**src/sadi_consts.vh**
```
// Address map, target codes and interrupt line numbers for the system decoder
`ifndef SADI_CONSTS_VH
`define SADI_CONSTS_VH

// Target codes returned by the address decode function
`define SADI_TGT_NONE 4'h0
`define SADI_TGT_FLASH 4'h1
`define SADI_TGT_SRAM 4'h2
`define SADI_TGT_EXP0 4'h3
`define SADI_TGT_EXP1 4'h4
`define SADI_TGT_APB 4'h5
`define SADI_TGT_GPIO 4'h6
`define SADI_TGT_SYSCTL 4'h7
`define SADI_TGT_BOARD 4'h8

// External memory windows reached through expansion port one
`define SADI_EXT_NONE 2'h0
`define SADI_EXT_SSRAM1 2'h1
`define SADI_EXT_SSRAM23 2'h2
`define SADI_EXT_PSRAM 2'h3

// Region bounds
`define SADI_FLASH_END 32'h0003ffff
`define SADI_SSRAM1_BASE 32'h00400000
`define SADI_SSRAM1_END 32'h007fffff
`define SADI_CODE_END 32'h1fffffff
`define SADI_SRAM_BASE 32'h20000000
`define SADI_SRAM_END 32'h2001ffff
`define SADI_SSRAM23_BASE 32'h20400000
`define SADI_SSRAM23_END 32'h207fffff
`define SADI_PSRAM_BASE 32'h21000000
`define SADI_PSRAM_END 32'h21ffffff
`define SADI_SRAM_ALIAS_BASE 32'h22000000
`define SADI_SRAM_ALIAS_END 32'h23ffffff
`define SADI_RAM_END 32'h3fffffff
`define SADI_APB_BASE 32'h40000000
`define SADI_APB_END 32'h4000ffff
`define SADI_GPIO_BASE 32'h40010000
`define SADI_GPIO_END 32'h40013fff
`define SADI_SYSCTL_BASE 32'h4001f000
`define SADI_SYSCTL_END 32'h4001ffff
`define SADI_BOARD_BASE 32'h40020000
`define SADI_BOARD_END 32'h4002ffff
`define SADI_PER_ALIAS_BASE 32'h42000000
`define SADI_PER_ALIAS_END 32'h43ffffff
`define SADI_PER_BASE 32'h40000000
`define SADI_PER_EXP_BASE 32'h41140000
`define SADI_PER_EXP_END 32'h5fffffff
`define SADI_XRAM_BASE 32'h60000000
`define SADI_DEV_EXP0_BASE 32'ha0000000
`define SADI_DEV_EXP0_END 32'ha000ffff
`define SADI_DEV_END 32'hdfffffff

// Field positions
`define SADI_SRAM_BANK_HI 16
`define SADI_SRAM_BANK_LO 15
`define SADI_SLOT_HI 15
`define SADI_SLOT_LO 12
`define SADI_GPIO_HI 13
`define SADI_GPIO_LO 12
`define SADI_ALIAS_WORD_HI 24
`define SADI_ALIAS_WORD_LO 7
`define SADI_ALIAS_BIT_HI 6
`define SADI_ALIAS_BIT_LO 2
`define SADI_HSIZE_WORD 3'h2

// Processor interrupt line numbers
`define SADI_IRQ_UART0 0
`define SADI_IRQ_UART1 2
`define SADI_IRQ_RTC 5
`define SADI_IRQ_GPIO0_ALL 6
`define SADI_IRQ_GPIO1_ALL 7
`define SADI_IRQ_TIMER0 8
`define SADI_IRQ_TIMER1 9
`define SADI_IRQ_DUALTIMER 10
`define SADI_IRQ_UART_OVF 12
`define SADI_IRQ_TOUCH 15
`define SADI_IRQ_GPIO0_PIN 16
`define SADI_IRQ_GPIO2_ALL 42
`define SADI_IRQ_GPIO3_ALL 43
`define SADI_IRQ_RNG 44
`define SADI_IRQ_SHIELD_UART 45
`define SADI_IRQ_ETH 47
`define SADI_IRQ_I2S 48
`define SADI_IRQ_SPI 49
`define SADI_IRQ_GPIO4_ALL 54
`define SADI_IRQ_GPIO5_ALL 55
`define SADI_IRQ_UART4 56

`endif

```
**src/sadi_irq_map.v**
```verilog
// Fixed routing of peripheral interrupts onto processor interrupt lines
`timescale 1ns/100ps
`default_nettype none
`include "sadi_consts.vh"

module sadi_irq_map #(
  parameter IRQ_NUM = 64
) (
  input wire core_clk,
  input wire srst,
  input wire clk_en,
  input wire wdog_irq,
  input wire uart0_irq,
  input wire uart1_irq,
  input wire uart4_irq,
  input wire [4:0] uart_ovf_irq,
  input wire rtc_irq,
  input wire [5:0] gpio_all_irq,
  input wire [15:0] gpio0_pin_irq,
  input wire timer0_irq,
  input wire timer1_irq,
  input wire dualtimer_irq,
  input wire touch_irq,
  input wire rng_irq,
  input wire [1:0] shield_uart_irq,
  input wire eth_irq,
  input wire i2s_irq,
  input wire [4:0] spi_irq,
  output reg nmi_q,
  output reg [IRQ_NUM-1:0] processor_irq_lines_q
);

  reg [IRQ_NUM-1:0] irq_d;

  ////////////////////////////////////////////////////////////////
  always @* begin
    irq_d = {IRQ_NUM{1'b0}};
    irq_d[`SADI_IRQ_UART0] = uart0_irq;
    irq_d[`SADI_IRQ_UART1] = uart1_irq;
    irq_d[`SADI_IRQ_RTC] = rtc_irq;
    irq_d[`SADI_IRQ_GPIO0_ALL] = gpio_all_irq[0];
    irq_d[`SADI_IRQ_GPIO1_ALL] = gpio_all_irq[1];
    irq_d[`SADI_IRQ_TIMER0] = timer0_irq;
    irq_d[`SADI_IRQ_TIMER1] = timer1_irq;
    irq_d[`SADI_IRQ_DUALTIMER] = dualtimer_irq;
    irq_d[`SADI_IRQ_UART_OVF] = |uart_ovf_irq;
    irq_d[`SADI_IRQ_TOUCH] = touch_irq;
    irq_d[`SADI_IRQ_GPIO0_PIN +: 16] = gpio0_pin_irq;
    irq_d[`SADI_IRQ_GPIO2_ALL] = gpio_all_irq[2];
    irq_d[`SADI_IRQ_GPIO3_ALL] = gpio_all_irq[3];
    irq_d[`SADI_IRQ_RNG] = rng_irq;
    irq_d[`SADI_IRQ_SHIELD_UART +: 2] = shield_uart_irq;
    irq_d[`SADI_IRQ_ETH] = eth_irq;
    irq_d[`SADI_IRQ_I2S] = i2s_irq;
    irq_d[`SADI_IRQ_SPI +: 5] = spi_irq;
    irq_d[`SADI_IRQ_GPIO4_ALL] = gpio_all_irq[4];
    irq_d[`SADI_IRQ_GPIO5_ALL] = gpio_all_irq[5];
    irq_d[`SADI_IRQ_UART4] = uart4_irq;
  end

  // One flop stage keeps the core's inputs glitch free after the OR
  always @(posedge core_clk) begin
    if (srst) begin
      processor_irq_lines_q <= {IRQ_NUM{1'b0}};
      nmi_q <= 1'b0;
    end else if (clk_en) begin
      processor_irq_lines_q <= irq_d;
      nmi_q <= wdog_irq;
    end
  end

endmodule // sadi_irq_map
`default_nettype wire

```
**src/sadi_system_decode.v**
```verilog
// System address decoder with bit-band alias translation and interrupt routing
//
// Contract
// - Alias word maps to one base bit
// - Alias uses data bit zero only
// - Base regions accept normal sized accesses
// - Flash low 256KB, other code to port one
// - Four 32KB SRAM banks in order
// - SSRAM1 window goes via port one
// - SSRAM2/3 window goes via port one
// - PSRAM window goes via port one
// - 4KB APB slots numbered from zero
// - Random source at APB slot fifteen
// - Four GPIO blocks in 4KB slots
// - System controller slot at 0x4001F000
// - Unclaimed upper peripheral space to port one
// - Both external RAM regions to port one
// - Device 64KB to port zero, rest one
// - Serial port 0 to line 0
// - Serial port 1 to line 2
// - All overflows ORed onto line 12
// - GPIO0 pins to lines 16..31
// - Random source interrupt to line 44
// - Shield serial 45/46, Ethernet 47
// - SPI controllers to lines 49..53
`timescale 1ns/100ps
`default_nettype none
`include "sadi_consts.vh"

module sadi_system_decode #(
  parameter IRQ_NUM = 64
) (
  input wire core_clk,
  input wire srst,
  input wire clk_en,
  input wire [31:0] haddr,
  input wire [1:0] htrans,
  input wire hwrite,
  input wire [2:0] hsize,
  input wire hready,
  input wire [31:0] hwdata,
  input wire [31:0] tgt_rdata,
  input wire tgt_ready,
  input wire wdog_irq,
  input wire uart0_irq,
  input wire uart1_irq,
  input wire uart4_irq,
  input wire [4:0] uart_ovf_irq,
  input wire rtc_irq,
  input wire [5:0] gpio_all_irq,
  input wire [15:0] gpio0_pin_irq,
  input wire timer0_irq,
  input wire timer1_irq,
  input wire dualtimer_irq,
  input wire touch_irq,
  input wire rng_irq,
  input wire [1:0] shield_uart_irq,
  input wire eth_irq,
  input wire i2s_irq,
  input wire [4:0] spi_irq,
  output reg code_flash_target_port_q,
  output reg [3:0] sram_bank_target_port_q,
  output reg expansion_port_zero_q,
  output reg expansion_port_one_q,
  output reg [15:0] apb_slot_sel_q,
  output reg [3:0] gpio_sel_q,
  output reg system_controller_slot_q,
  output reg [15:0] board_slot_sel_q,
  output reg [1:0] ext_region_q,
  output reg decode_err_q,
  output reg [31:0] tgt_addr_q,
  output reg tgt_write_q,
  output reg [2:0] tgt_size_q,
  output reg bitband_q,
  output reg [4:0] bit_idx_q,
  output reg [31:0] tgt_wdata_q,
  output reg [31:0] tgt_wmask_q,
  output reg [31:0] hrdata_q,
  output reg rdata_valid_q,
  output wire nmi_q,
  output wire [IRQ_NUM-1:0] processor_irq_lines_q
);

  ////////////////////////////////////////////////////////////////
  // Address decode shared by direct and alias-translated accesses

  function in_range;
    input [31:0] a;
    input [31:0] lo;
    input [31:0] hi;
    begin
      in_range = (a >= lo) && (a <= hi);
    end
  endfunction

  function [3:0] decode_tgt;
    input [31:0] a;
    begin
      if (in_range(a, 32'h00000000, `SADI_FLASH_END)) begin
        decode_tgt = `SADI_TGT_FLASH;
      end else if (in_range(a, 32'h00000000, `SADI_CODE_END)) begin
        decode_tgt = `SADI_TGT_EXP1;
      end else if (in_range(a, `SADI_SRAM_BASE, `SADI_SRAM_END)) begin
        decode_tgt = `SADI_TGT_SRAM;
      end else if (in_range(a, `SADI_SRAM_ALIAS_BASE, `SADI_SRAM_ALIAS_END)) begin
        decode_tgt = `SADI_TGT_NONE;
      end else if (in_range(a, `SADI_SRAM_BASE, `SADI_RAM_END)) begin
        decode_tgt = `SADI_TGT_EXP1;
      end else if (in_range(a, `SADI_APB_BASE, `SADI_APB_END)) begin
        decode_tgt = `SADI_TGT_APB;
      end else if (in_range(a, `SADI_GPIO_BASE, `SADI_GPIO_END)) begin
        decode_tgt = `SADI_TGT_GPIO;
      end else if (in_range(a, `SADI_SYSCTL_BASE, `SADI_SYSCTL_END)) begin
        decode_tgt = `SADI_TGT_SYSCTL;
      end else if (in_range(a, `SADI_BOARD_BASE, `SADI_BOARD_END)) begin
        decode_tgt = `SADI_TGT_BOARD;
      end else if (in_range(a, `SADI_PER_ALIAS_BASE, `SADI_PER_ALIAS_END)) begin
        decode_tgt = `SADI_TGT_NONE;
      end else if (in_range(a, `SADI_PER_EXP_BASE, `SADI_PER_EXP_END)) begin
        decode_tgt = `SADI_TGT_EXP1;
      end else if (in_range(a, `SADI_DEV_EXP0_BASE, `SADI_DEV_EXP0_END)) begin
        decode_tgt = `SADI_TGT_EXP0;
      end else if (in_range(a, `SADI_XRAM_BASE, `SADI_DEV_END)) begin
        decode_tgt = `SADI_TGT_EXP1;
      end else begin
        decode_tgt = `SADI_TGT_NONE;
      end
    end
  endfunction

  // Word address of the base word holding the aliased bit
  function [31:0] alias_word;
    input [31:0] base;
    input [31:0] a;
    begin
      alias_word = base + {12'h000, a[`SADI_ALIAS_WORD_HI:`SADI_ALIAS_WORD_LO], 2'b00};
    end
  endfunction

  ////////////////////////////////////////////////////////////////
  // Address phase: translation and decode, all combinational

  wire addr_phase = htrans[1] & hready;
  wire sram_alias = in_range(haddr, `SADI_SRAM_ALIAS_BASE, `SADI_SRAM_ALIAS_END);
  wire per_alias = in_range(haddr, `SADI_PER_ALIAS_BASE, `SADI_PER_ALIAS_END);
  wire alias_hit = sram_alias | per_alias;
  wire [31:0] eff_addr = sram_alias ? alias_word(`SADI_SRAM_BASE, haddr) :
                         per_alias ? alias_word(`SADI_PER_BASE, haddr) : haddr;
  wire [3:0] tgt = decode_tgt(eff_addr);

  reg flash_d;
  reg [3:0] sram_d;
  reg exp0_d;
  reg exp1_d;
  reg [15:0] apb_d;
  reg [3:0] gpio_d;
  reg sysctl_d;
  reg [15:0] board_d;
  reg [1:0] ext_d;
  reg err_d;

  always @* begin
    flash_d = 1'b0;
    sram_d = 4'h0;
    exp0_d = 1'b0;
    exp1_d = 1'b0;
    apb_d = 16'h0000;
    gpio_d = 4'h0;
    sysctl_d = 1'b0;
    board_d = 16'h0000;
    ext_d = `SADI_EXT_NONE;
    err_d = 1'b0;
    case (tgt)
      `SADI_TGT_FLASH: flash_d = 1'b1;
      `SADI_TGT_SRAM: sram_d[eff_addr[`SADI_SRAM_BANK_HI:`SADI_SRAM_BANK_LO]] = 1'b1;
      `SADI_TGT_EXP0: exp0_d = 1'b1;
      `SADI_TGT_EXP1: exp1_d = 1'b1;
      `SADI_TGT_APB: apb_d[eff_addr[`SADI_SLOT_HI:`SADI_SLOT_LO]] = 1'b1;
      `SADI_TGT_GPIO: gpio_d[eff_addr[`SADI_GPIO_HI:`SADI_GPIO_LO]] = 1'b1;
      `SADI_TGT_SYSCTL: sysctl_d = 1'b1;
      `SADI_TGT_BOARD: board_d[eff_addr[`SADI_SLOT_HI:`SADI_SLOT_LO]] = 1'b1;
      default: err_d = 1'b1;
    endcase
    // Which memory sits behind port one, for its own chip selects
    if (in_range(eff_addr, `SADI_SSRAM1_BASE, `SADI_SSRAM1_END)) begin
      ext_d = `SADI_EXT_SSRAM1;
    end else if (in_range(eff_addr, `SADI_SSRAM23_BASE, `SADI_SSRAM23_END)) begin
      ext_d = `SADI_EXT_SSRAM23;
    end else if (in_range(eff_addr, `SADI_PSRAM_BASE, `SADI_PSRAM_END)) begin
      ext_d = `SADI_EXT_PSRAM;
    end
  end

  ////////////////////////////////////////////////////////////////
  // Data phase: selects held until the next ready cycle, then reloaded or cleared

  always @(posedge core_clk) begin
    if (srst) begin
      code_flash_target_port_q <= 1'b0;
      sram_bank_target_port_q <= 4'h0;
      expansion_port_zero_q <= 1'b0;
      expansion_port_one_q <= 1'b0;
      apb_slot_sel_q <= 16'h0000;
      gpio_sel_q <= 4'h0;
      system_controller_slot_q <= 1'b0;
      board_slot_sel_q <= 16'h0000;
      ext_region_q <= `SADI_EXT_NONE;
      decode_err_q <= 1'b0;
      tgt_addr_q <= 32'h00000000;
      tgt_write_q <= 1'b0;
      tgt_size_q <= 3'h0;
      bitband_q <= 1'b0;
      bit_idx_q <= 5'h00;
    end else if (clk_en && hready) begin
      // Idle or busy transfers clear every select; a stalled bus holds them
      code_flash_target_port_q <= addr_phase & flash_d;
      sram_bank_target_port_q <= addr_phase ? sram_d : 4'h0;
      expansion_port_zero_q <= addr_phase & exp0_d;
      expansion_port_one_q <= addr_phase & exp1_d;
      apb_slot_sel_q <= addr_phase ? apb_d : 16'h0000;
      gpio_sel_q <= addr_phase ? gpio_d : 4'h0;
      system_controller_slot_q <= addr_phase & sysctl_d;
      board_slot_sel_q <= addr_phase ? board_d : 16'h0000;
      ext_region_q <= addr_phase ? ext_d : `SADI_EXT_NONE;
      decode_err_q <= addr_phase & err_d;
      tgt_addr_q <= eff_addr;
      tgt_write_q <= addr_phase & hwrite;
      // Alias accesses become word accesses; base accesses keep their size
      tgt_size_q <= alias_hit ? `SADI_HSIZE_WORD : hsize;
      bitband_q <= addr_phase & alias_hit;
      bit_idx_q <= haddr[`SADI_ALIAS_BIT_HI:`SADI_ALIAS_BIT_LO];
    end
  end

  ////////////////////////////////////////////////////////////////
  // Write and read data. Alias writes present the single bit as a lane mask,
  // so the target performs the bit update; no read-modify-write is done here.

  always @(posedge core_clk) begin
    if (srst) begin
      tgt_wdata_q <= 32'h00000000;
      tgt_wmask_q <= 32'h00000000;
      hrdata_q <= 32'h00000000;
      rdata_valid_q <= 1'b0;
    end else if (clk_en) begin
      if (bitband_q) begin
        tgt_wdata_q <= {32{hwdata[0]}};
        tgt_wmask_q <= 32'h00000001 << bit_idx_q;
      end else begin
        tgt_wdata_q <= hwdata;
        tgt_wmask_q <= 32'hffffffff;
      end
      rdata_valid_q <= tgt_ready & ~tgt_write_q & ~decode_err_q;
      if (tgt_ready) begin
        hrdata_q <= bitband_q ? {31'h00000000, tgt_rdata[bit_idx_q]} : tgt_rdata;
      end
    end
  end

  ////////////////////////////////////////////////////////////////
  sadi_irq_map #(
    .IRQ_NUM(IRQ_NUM)
  ) u_irq_map (
    .core_clk(core_clk),
    .srst(srst),
    .clk_en(clk_en),
    .wdog_irq(wdog_irq),
    .uart0_irq(uart0_irq),
    .uart1_irq(uart1_irq),
    .uart4_irq(uart4_irq),
    .uart_ovf_irq(uart_ovf_irq),
    .rtc_irq(rtc_irq),
    .gpio_all_irq(gpio_all_irq),
    .gpio0_pin_irq(gpio0_pin_irq),
    .timer0_irq(timer0_irq),
    .timer1_irq(timer1_irq),
    .dualtimer_irq(dualtimer_irq),
    .touch_irq(touch_irq),
    .rng_irq(rng_irq),
    .shield_uart_irq(shield_uart_irq),
    .eth_irq(eth_irq),
    .i2s_irq(i2s_irq),
    .spi_irq(spi_irq),
    .nmi_q(nmi_q),
    .processor_irq_lines_q(processor_irq_lines_q)
  );

endmodule // sadi_system_decode
`default_nettype wire

```
**config.mk**
```make
export PLATFORM = sky130hd
export DESIGN_NAME = sadi_system_decode
export DESIGN_NICKNAME = d
export VERILOG_FILES = /design/src/sadi_irq_map.v /design/src/sadi_system_decode.v
export VERILOG_INCLUDE_DIRS = /design/src
export SDC_FILE = /design/constraint.sdc
export NUM_CORES = 1
export LEC_CHECK = 0
export BUFFER_PORTS_ARGS = -buffer_cell sky130_fd_sc_hd__buf_2
export CORE_AREA = 2 2 155 157
export CTS_BUF_LIST = sky130_fd_sc_hd__clkbuf_4
export CTS_CLUSTER_SIZE = 30
export DETAILED_ROUTE_END_ITERATION = 10
export DIE_AREA = 0 0 157 159
export PLACE_DENSITY = 0.77
export SYNTH_ARGS = -nofsm -noshare
export SYNTH_HDL_FRONTEND = slang
export SYNTH_SLANG_ARGS = --single-unit
```
**constraint.sdc**
```tcl
create_clock -name core_clk -period 3 [get_ports core_clk]
set_clock_uncertainty 0.1 [all_clocks]
set_input_delay 0.3 -clock core_clk [delete_from_list [all_inputs] [get_ports core_clk]]
set_output_delay 0.3 -clock core_clk [all_outputs]
set_load 0.05 [all_outputs]
```
---- Word level (Yosys, flattened, before mapping) ----
Index checks and enable logic that the tools add are counted.
storage, ports and cells
  register bits after elaboration ......... 228
  input bits .............................. 153
  output and inout port bits .............. 251
  word-level logic and storage cells ...... 155
cells by class
  add/subtract/negate cells ............... 2
  $lt $le $gt $ge ......................... 41
  equality and inequality tests ........... 8
  shift-type cells ........................ 1
  muxes and demuxes ....................... 44
  bitwise operators ....................... 13
  reductions and logical operators ........ 25
operator list
  operator                                               count
  >= comparator 32 x 31 -> 1 bit, second input constant  8
  <= comparator 32 x 31 -> 1 bit, second input constant  7
  <= comparator 32 x 30 -> 1 bit, second input constant  6
  >= comparator 32 x 30 -> 1 bit, second input constant  5
  two-way mux 32 bit                                     5
  <= comparator 32 bit, second input constant            2
  two-way mux 16 bit                                     4
  two-way mux 4 bit                                      13
  adder 31 x 20 -> 32 bit, first input constant          1
  >= comparator 32 x 1 -> 1 bit, second input constant   1
  >= comparator 32 x 23 -> 1 bit, second input constant  1
  >= comparator 32 bit, second input constant            1
  <= comparator 32 x 18 -> 1 bit, second input constant  1
  <= comparator 32 x 23 -> 1 bit, second input constant  1
  <= comparator 32 x 29 -> 1 bit, second input constant  1
  left shift 1 x 5 -> 32 bit, first input constant       1
  adder 30 x 20 -> 31 bit, first input constant          1
  logical AND 1 bit                                      22
  equality test 4 x 3 -> 1 bit, second input constant    4
  two-way mux 3 bit                                      5
  bitwise AND 1 bit                                      10
  two-way mux 1 bit                                      9
  equality test 4 x 2 -> 1 bit, second input constant    2
  two-way mux 2 bit                                      4
  other kinds (15)                                       19

---- Longest topological paths before layout ----
Gate-level depths: netlist (run 1).
  depth in word-level cells ............... 23
  mapped depth ............................ 10
  gate-level depth less buffers ........... 6

---- Hierarchy ----
From an unflattened synthesis (run 1), not the netlist that was laid out.
unflattened totals
  cells, all modules ...................... 1,119
  area total of the unflattened synthesis .. 9,791.9 sq um
modules (own cells, without submodules)
  module              times used  cells each  area an instance (sq um)  sequential area each (sq um)
  sadi_system_decode  1           957         8,056.5                   3,723.6
  sadi_irq_map        1           162         1,735.4                   840.8

---- Worst setup path after synthesis (run 1) ----
Ideal clock, no wire load.
  path type ............................... flip-flop to flip-flop
  start ................................... reg bit_idx_q[2]
  end ..................................... reg hrdata_q[0]
  setup time .............................. 0.129 ns
  arrival ................................. 2.401 ns
  data required time ...................... 2.771 ns
  slack ................................... 0.370 ns
  cell stages (with the launch flop) ...... 9
  path buffers ............................ 2
  clock period less this slack ............ 2.630 ns
  cells stage by stage .................... dfxtp_1 -> clkbuf_1 -> clkbuf_1 -> mux4_2 -> mux4_2 -> mux2i_1 -> nand2_1 -> o21ai_0 -> o31ai_1
between the ends
  longest elaborated chain between the ends .. 3
RTL lines
  item                                     RTL line                  text
  start, declared                          sadi_system_decode.v:75   output reg [4:0] bit_idx_q,
  start signal, assigned                   sadi_system_decode.v:231  bit_idx_q <= haddr[`SADI_ALIAS_BIT_HI:`SADI_ALIAS_BIT_LO];
  binary-select mux 1 bit (select 5 bit)   sadi_system_decode.v:255  hrdata_q <= bitband_q ? {31'h00000000, tgt_rdata[bit_idx_q]} : tgt_rdata;
  two-way mux 1 bit (not written as such)  sadi_system_decode.v:255
  two-way mux 32 bit                       sadi_system_decode.v:255
  end signal, assigned                     sadi_system_decode.v:255
  end, declared                            sadi_system_decode.v:78   output reg [31:0] hrdata_q,
Every way passes these cells. The select of a mux whose other input is x is not followed.
A chain may end at the register's enable or synchronous reset.

---- Worst setup path in the final report (run 1) ----
  start ................................... in haddr[31]
  end ..................................... reg tgt_addr_q[10]
between the ends
  longest elaborated chain between the ends .. 4
  elaborated cells on any way between the ends .. 8
  those cells by class .................... order compare: 4; mux: 2; reduce/logical: 2
RTL lines
  item                                                                                     RTL line                  text
  start, declared                                                                          sadi_system_decode.v:36   input wire [31:0] haddr,
  >= comparator 32 x 31 -> 1 bit / <= comparator 32 x 31 -> 1 bit (equally long branches)  sadi_system_decode.v:92   in_range = (a >= lo) && (a <= hi);
  logical AND 1 bit                                                                        sadi_system_decode.v:92
  two-way mux 32 bit                                                                       sadi_system_decode.v:148  per_alias ? alias_word(`SADI_PER_BASE, haddr) : haddr;
  two-way mux 32 bit (*)                                                                   sadi_system_decode.v:147  wire [31:0] eff_addr = sram_alias ? alias_word(`SADI_SRAM_BASE, haddr) :
  end signal, assigned                                                                     sadi_system_decode.v:226  tgt_addr_q <= eff_addr;
  end, declared                                                                            sadi_system_decode.v:71   output reg [31:0] tgt_addr_q,
Every way passes the cells marked *; elsewhere a longest branch is shown, timed or not.

==> metrics.txt, run 1 <==
clock-pin slew on the worst setup and hold paths=~0.07 ns; DR iter-0 viols=about 870; die area=25000 sq um; CTS max path bufs=3; crit path DAT=a little over 3 ns; worst slack, placed=0.393 ns; first-pass GRT wire length=55.1 mm; RSZ-0062 raised after global routing=false; wire length per cell=17.9 um; die width=approximately 160 um; P&R area growth vs syn=45.1%; GRT Residual Overflow=0; Fill cells=1871; initial antenna violation count=2; vias in the first global route=between 10000 and 15000; CTS Buf Count=roughly 60; DP HPWL=22.4 mm; Gate Count Post-Synth=between 1000 and 1500; PnR worst setup slack=0.446 ns; CP Max Fanout=20; row cnt=56; htree depth=2; number of distinct library cells after synthesis=57; NetSw=~0.0025 W; post_cts resized=0; average cell area after synthesis=between 8 and 9 sq um; TritonCTS clock tree=done; Comb power frac=roughly a fifth; setup TNS=0 ns; fin. max-slew vios=0; Yosys top cell area share=a little under half; Max-slew headroom=30.4%; EDFF count, synth=0; Residual DRC=0; maxcap violations=0; outcome=complete, no violations; largest net degree at the start of global routing=130; Fmax=392 MHz; dominant synthesized flop cell=dfxtp_1; Crit Path Class=input pin to register; Int Pwr=between 0.004 and 0.005 W; Synth async-reset ratio=0%; switching part of the total power=between 30% and 40%; initial cell density of the core=a little over two fifths; Worst setup SP type=input pin; Vias/cell=roughly 5.3; min cycle time layout=between 2 and 3 ns; P per Cell Area=~530 nW/um^2; Seq/Total Area, Yosys=around 47%; FF+latch count, synth=228; DRT Wirelength=between 30 and 40 mm; Final Hold Vio Count=0; fin crit share=85.1%; Post-Syn Area=approximately 9700 sq um; I/O pin cnt=404; detailed-route via count=~11000; CP Capture Type=register; GPL Wtd Cong=around 0.86; TritonRoute pass-1 iters=6; final setup violation count=0; Seq pwr share=43.8%; Design Power=about 0.0075 W; Slew @ Worst Pin=between 1 and 1.5 ns; worst endpoint required time=3.52 ns; peak supply drop=0.340 mV; post-detailed-route count of antenna-violating nets=0; overall routing resource usage=~28%; Clk pwr share=35.2%; input/output buffers=roughly 380; worst skew pair latency=about 0.69 ns; Die Ht=159 um; top post-synthesis cells by area=dfxtp_1, nor2_1, mux2i_1, a21oi_1, nand2_1; CTS root buffer=clkbuf_4; Synth area leader=dfxtp_1; path type of the worst min-delay path=input pin to register; share of cells above drive strength 1=a little under a third; clk sink count=roughly 230; CORE AREA=around 23000 sq um; synth warn=0; Pleak=6.42 nW; # nets final=1800
==> flip-flops by register name, summed over array words and instances (netlist names), 2 cells and up <==
register and cells:
apb_slot_sel_q 16, tgt_wdata_q 32, sram_bank_target_port_q 4, ext_region_q 2, hrdata_q 32, u_irq_map.processor_irq_lines_q 41, board_slot_sel_q 16, tgt_addr_q 32
gpio_sel_q 4, bit_idx_q 5, tgt_wmask_q 32, tgt_size_q 3
==> worst max-delay path, cell delays in order <==
cell and delay [ns]:
dlygate4sd3_1 0.53, buf_2 0.17, nor4_4 0.45, and3_1 0.38, buf_4 0.31, nand2_1 0.11
a311oi_1 0.26, dlygate4sd3_1 0.58
==> final cells by class <==
type | count | area (sq um) | area share [%]
multi-input cells | 787 | 4620 | 32.8
flip-flops and latches | 228 | 4560 | 32.4
repair buffers | 566 | 3750 | 26.6
clock buffers | 85 | 638 | 4.53
well taps | 319 | 399 | 2.83
clock inverters | 23 | 92.6 | 0.658
inverters | 3 | 11.3 | 0.0800
diodes | 2 | 5.00 | 0.0355
==> synth_stat cells (all sizes together) (18+ instances only) <==
library cell,n
nor2,246
dfxtp,228
nand2,92
a21oi,90
clkbuf,77
buf,50
mux2i,50
nor3b,40
o22ai,34
a211oi,33
a22oi,25
nand3,18
==> power by group through the flow <==
| stage | combinational [W] | sequential (W) | clock, W |
|---|---|---|---|
| 6_report | 0.00157 | 0.00326 | 0.00263 |
| 3_3_place_gp | 0.00134 | 0.00332 | 0 |
| 4_1_cts | 0.00153 | 0.00326 | 0.00268 |
| 3_5_place_dp | 0.00136 | 0.00332 | 0 |
| 5_1_grt | 0.00165 | 0.00328 | 0.00286 |
| 2_1_floorplan | 0.000500 | 0.00382 | 0 |
==> repair_timing <==
action	4_1_cts	5_1_grt
hold buffers	165	0
setup buffers	0	0
endpoints found under the hold margin	187	0
==> cell families after synthesis <==
group	share of synthesized area, %
multiplexers	7.59
flip-flops	47.0
XOR/XNOR	0.284
other	0.0386
buffers and inverters	6.26
AO/OA/AOI/OAI	17.3
AND/OR/NAND/NOR	21.5
==> path summary, 6_finish.rpt <==
path,end,cells past startpoint,slack [ns],start
worst max-delay path,tgt_addr_q[10],8,0.45,haddr[31]
worst min-delay path,sram_bank_target_port_q[2],5,0.14,htrans[1]
worst max register to register,hrdata_q[0],6,0.64,bit_idx_q[0]
worst min register to register,tgt_addr_q[21],2,0.35,tgt_addr_q[21]
==> metrics by stage <==
step	area, sq um	hold WS (ns)	utilization (%)	cells
after floorplan	9790	0.336	-	1145
after global placement	11700	0.337	50.4	1738
after detailed placement	11700	0.340	50.4	1738
after CTS	14100	0.0796	60.7	2011
after global routing	14100	0.133	60.7	2012
final	14100	0.143	60.7	2013
==> placed cells by master, fill, tap and decap left out, drive strengths merged, types with 2 or more instances in the layout <==
| cell | instances |
|---|---|
| o31ai | 4 |
| o22ai | 34 |
| nand3b | 14 |
| nor4 | 6 |
| or3 | 4 |
| o22a | 2 |
| conb | 23 |
| a311oi | 16 |
| dfxtp | 228 |
| dlygate4sd3 | 165 |
| and2 | 4 |
| and3 | 3 |
| nand2b | 5 |
| o211ai | 2 |
| o21ai | 11 |
| nor3b | 40 |
| inv | 4 |
| buf | 401 |
| mux2i | 50 |
| nor3 | 7 |
| nand3 | 18 |
| a32oi | 4 |
| a32o | 5 |
| a21oi | 90 |
| nand4 | 7 |
| nor2 | 246 |
| a2111oi | 2 |
| clkinv | 22 |
| o21a | 2 |
| nand2 | 92 |
| a22oi | 25 |
| diode | 2 |
| a211oi | 33 |
| o41ai | 3 |
| a2bb2oi | 13 |
| mux4 | 10 |
| clkbuf | 85 |
==> routing by layer <==
metal  share of wire [%]  up-vias  global-route usage, %  routed length (um)
met5                   0        -                      0                   0
met4                 5.1        0                   15.0                1850
met3                 9.1      135                   7.87                3290
met2                  47      612                   45.6               16900
met1                  39     4908                   32.0               14000
li1                    -     4999                      -                   -
No activity file was read; power rests on OpenSTA's default activity.
==> run 2: changes to the inputs <==
REMOVE_ABC_BUFFERS = 1   (was default)
SETUP_SLACK_MARGIN = 0.02   (was default)
==> run 2 against run 1 <==
  * Non-clock buffer count is 10 lower
  * Worst hold slack worse by 0.085 ns
  * Design area fell by 0.35%
  * Maximum frequency fell by 2.2%
  * Final cell count down 0.79%
  * Die area did not move
  * Core utilization fell by 0.21 points
  * Global-route usage down 2.1 points
  * Largest power group unchanged
==> metrics.txt, run 2 (synthesized netlist as in run 1, its figures left out) <==
beginning of the worst hold path=clk_en; sequential cell area=4560 sq um (unchanged); P&R area growth vs syn=44.6%; R2R depth=6 (unchanged); commonest cells after routing, fill and taps aside=buf_2, nor2_1, dfxtp_1; final core utilization=60.5% (-0.21 points); DR iter-0 viols=686 (-21%); I/O pin cnt=404 (unchanged); CORE AREA=23200 sq um (unchanged); CP Launch Point=haddr[31]; clk sink count=228 (unchanged); fin. max-slew vios=0 (unchanged); FF-to-FF End=hrdata_q[0]; Slowest cell on crit path=a2111oi_2; initial cell density of the core=41.9% (unchanged); commonest non-fill, non-tap cell in the layout=buf_2; PnR worst setup slack=0.389 ns (-0.0579 ns); area used by multi-input combinational logic=4620 sq um (unchanged); CTS root buffer=clkbuf_4; Fmax=383 MHz (-2.2%); final setup violation count=0 (unchanged); die area=25000 sq um (unchanged); vias in the first global route=10358 (-1.8%); worst hold margin=0.0575 ns (-0.0851 ns); CP Capture Type=register; largest net degree at the start of global routing=106 (-18%); crit-path max cell delay=0.64 ns (+0.06 ns); DP HPWL=20.8 mm (-7.3%); post_cts resized=0 (unchanged); outcome=complete, no violations; post-detailed-route count of antenna-violating nets=0 (unchanged); CTS Buf Count=60 (-1.6%); Vias/cell=5.25 (-0.83%); worst endpoint required time=3.47 ns (-0.05 ns); GPL Wtd Cong=0.917 (+6.2%); Residual DRC=0 (unchanged); Fill cells=1913 (+2.2%); row cnt=56 (unchanged); worst reg-to-reg setup slack=0.58 ns (-0.06 ns); setup TNS=0 ns (unchanged); detailed-route via count=10482 (-1.6%); RSZ-0062 raised after global routing=false; Slew @ Worst Pin=0.990 ns (-0.0515 ns); GRT Residual Overflow=0 (unchanged); worst slack, placed=0.315 ns (-0.0779 ns); peak supply drop=0.382 mV (+12%); # nets final=1789 (-0.61%); Worst setup SP type=input pin; overall routing resource usage=25.5% (-2.1 points); TritonRoute pass-1 iters=7 (+1); Crit Path Class=input pin to register; initial antenna violation count=3 (+1); TritonCTS clock tree=done; clock-pin slew on the worst setup and hold paths=0.06 ns (about the same); min cycle time layout=2.61 ns (+0.0579 ns); P per Cell Area=529 nW/um^2 (-0.14%); DRT Wirelength=33.5 mm (-7.3%); reg2reg start=bit_idx_q[0]; Max-slew headroom=33.9% (+3.5 points); first-pass GRT wire length=51.9 mm (-5.7%); Die Ht=159 um (unchanged); input/output buffers=379 (unchanged); Biggest register=u_irq_map.processor_irq_lines_q; Cell Chain, Critical Path=dlygate4sd3_1 -> buf_2 -> nor4_4 -> nand3_2 -> o22a_2 -> a2111oi_2 -> a22oi_1 -> nor2_1; Pleak=6.42 nW (about the same); fin crit share=87.0% (+1.9 points); path type of the worst min-delay path=input pin to register; maxcap violations=0 (unchanged); Largest register FFs=41 (unchanged); CP Max Fanout=9 (-55%); worst skew pair latency=0.66 ns (-0.03 ns); share of cells above drive strength 1=31.2% (+0.55 points); CTS max path bufs=3 (unchanged); wire length per cell=16.8 um (-6.6%); Worst Hold End=tgt_wdata_q[17]; crit path DAT=3.08 ns (about the same); Final Hold Vio Count=0 (unchanged); htree depth=2 (unchanged); hold path cells=3 (-2); die width=157 um (unchanged)
==> run 2: cell types whose count changed in the layout (fill, tap and decap cells not counted), moves of 3 or more <==
cell	before	now
buf_4	21	14
clkinv_1	20	5
buf_12	2	5
clkbuf_4	85	92
dlygate4sd3_1	165	159
==> run 2: routing by layer <==
metal | vias up | GRT usage, % | part of all wire, %
met4 | 0 | 12.8 | 4.4
met5 | - | 0 | 0
li1 | 4965 | - | -
met3 | 118 | 7.00 | 8.0
met2 | 495 | 44.4 | 50
met1 | 4904 | 28.2 | 38
==> run 2: worst max path at each step <==
stage | endpoint | slack [ns] | cells after the start
after global placement | apb_slot_sel_q[7] | 0.41 | 8
after floorplan | code_flash_target_port_q | 0.11 | 6
final | apb_slot_sel_q[4] | 0.39 | 8
after global routing | apb_slot_sel_q[6] | 0.22 | 9
after CTS | apb_slot_sel_q[7] | 0.46 | 8
after detailed placement | apb_slot_sel_q[7] | 0.32 | 7
==> run 2: power by group <==
| part | leakage (nW) | total, W | internal, W | switching, W |
|---|---|---|---|---|
| clock network | 0.448 | 0.00263 | 0.00138 | 0.00124 |
| logic | 4.09 | 0.00153 | 0.000498 | 0.00103 |
| registers | 1.87 | 0.00327 | 0.00317 | 0.0000909 |
==> run 2: stage by stage <==
step	std cells	power, W	area [sq um]
after detailed placement	1734	0.00467	11700
after floorplan	1018	0.00420	9190
after CTS	1994	0.00747	14000
after global placement	1734	0.00464	11700
after global routing	1997	0.00775	14000
final	1997	0.00742	14000
==> run 2: worst max-delay path, delay by kind of cell <==
kind / cells / cell delay [ns]
AOI/OAI and AO/OA: 3 / 1.17
and+or+nand+nor: 3 / 0.90
buffers and inverters: 2 / 0.71
==> run 2: final cells by class <==
class                   instances  share of cell area, %
diodes                          3                 0.0535
clock buffers                  92                   4.92
multi-input cells             787                   32.9
well taps                     319                   2.84
flip-flops and latches        228                   32.5
inverters                       3                 0.0802
repair buffers                556                   26.3
clock inverters                 9                  0.294
==> run 2: repair_timing <==
item	CTS	global route
endpoints found under the hold margin	186	0
buffers inserted	0	0
hold buffers	159	0
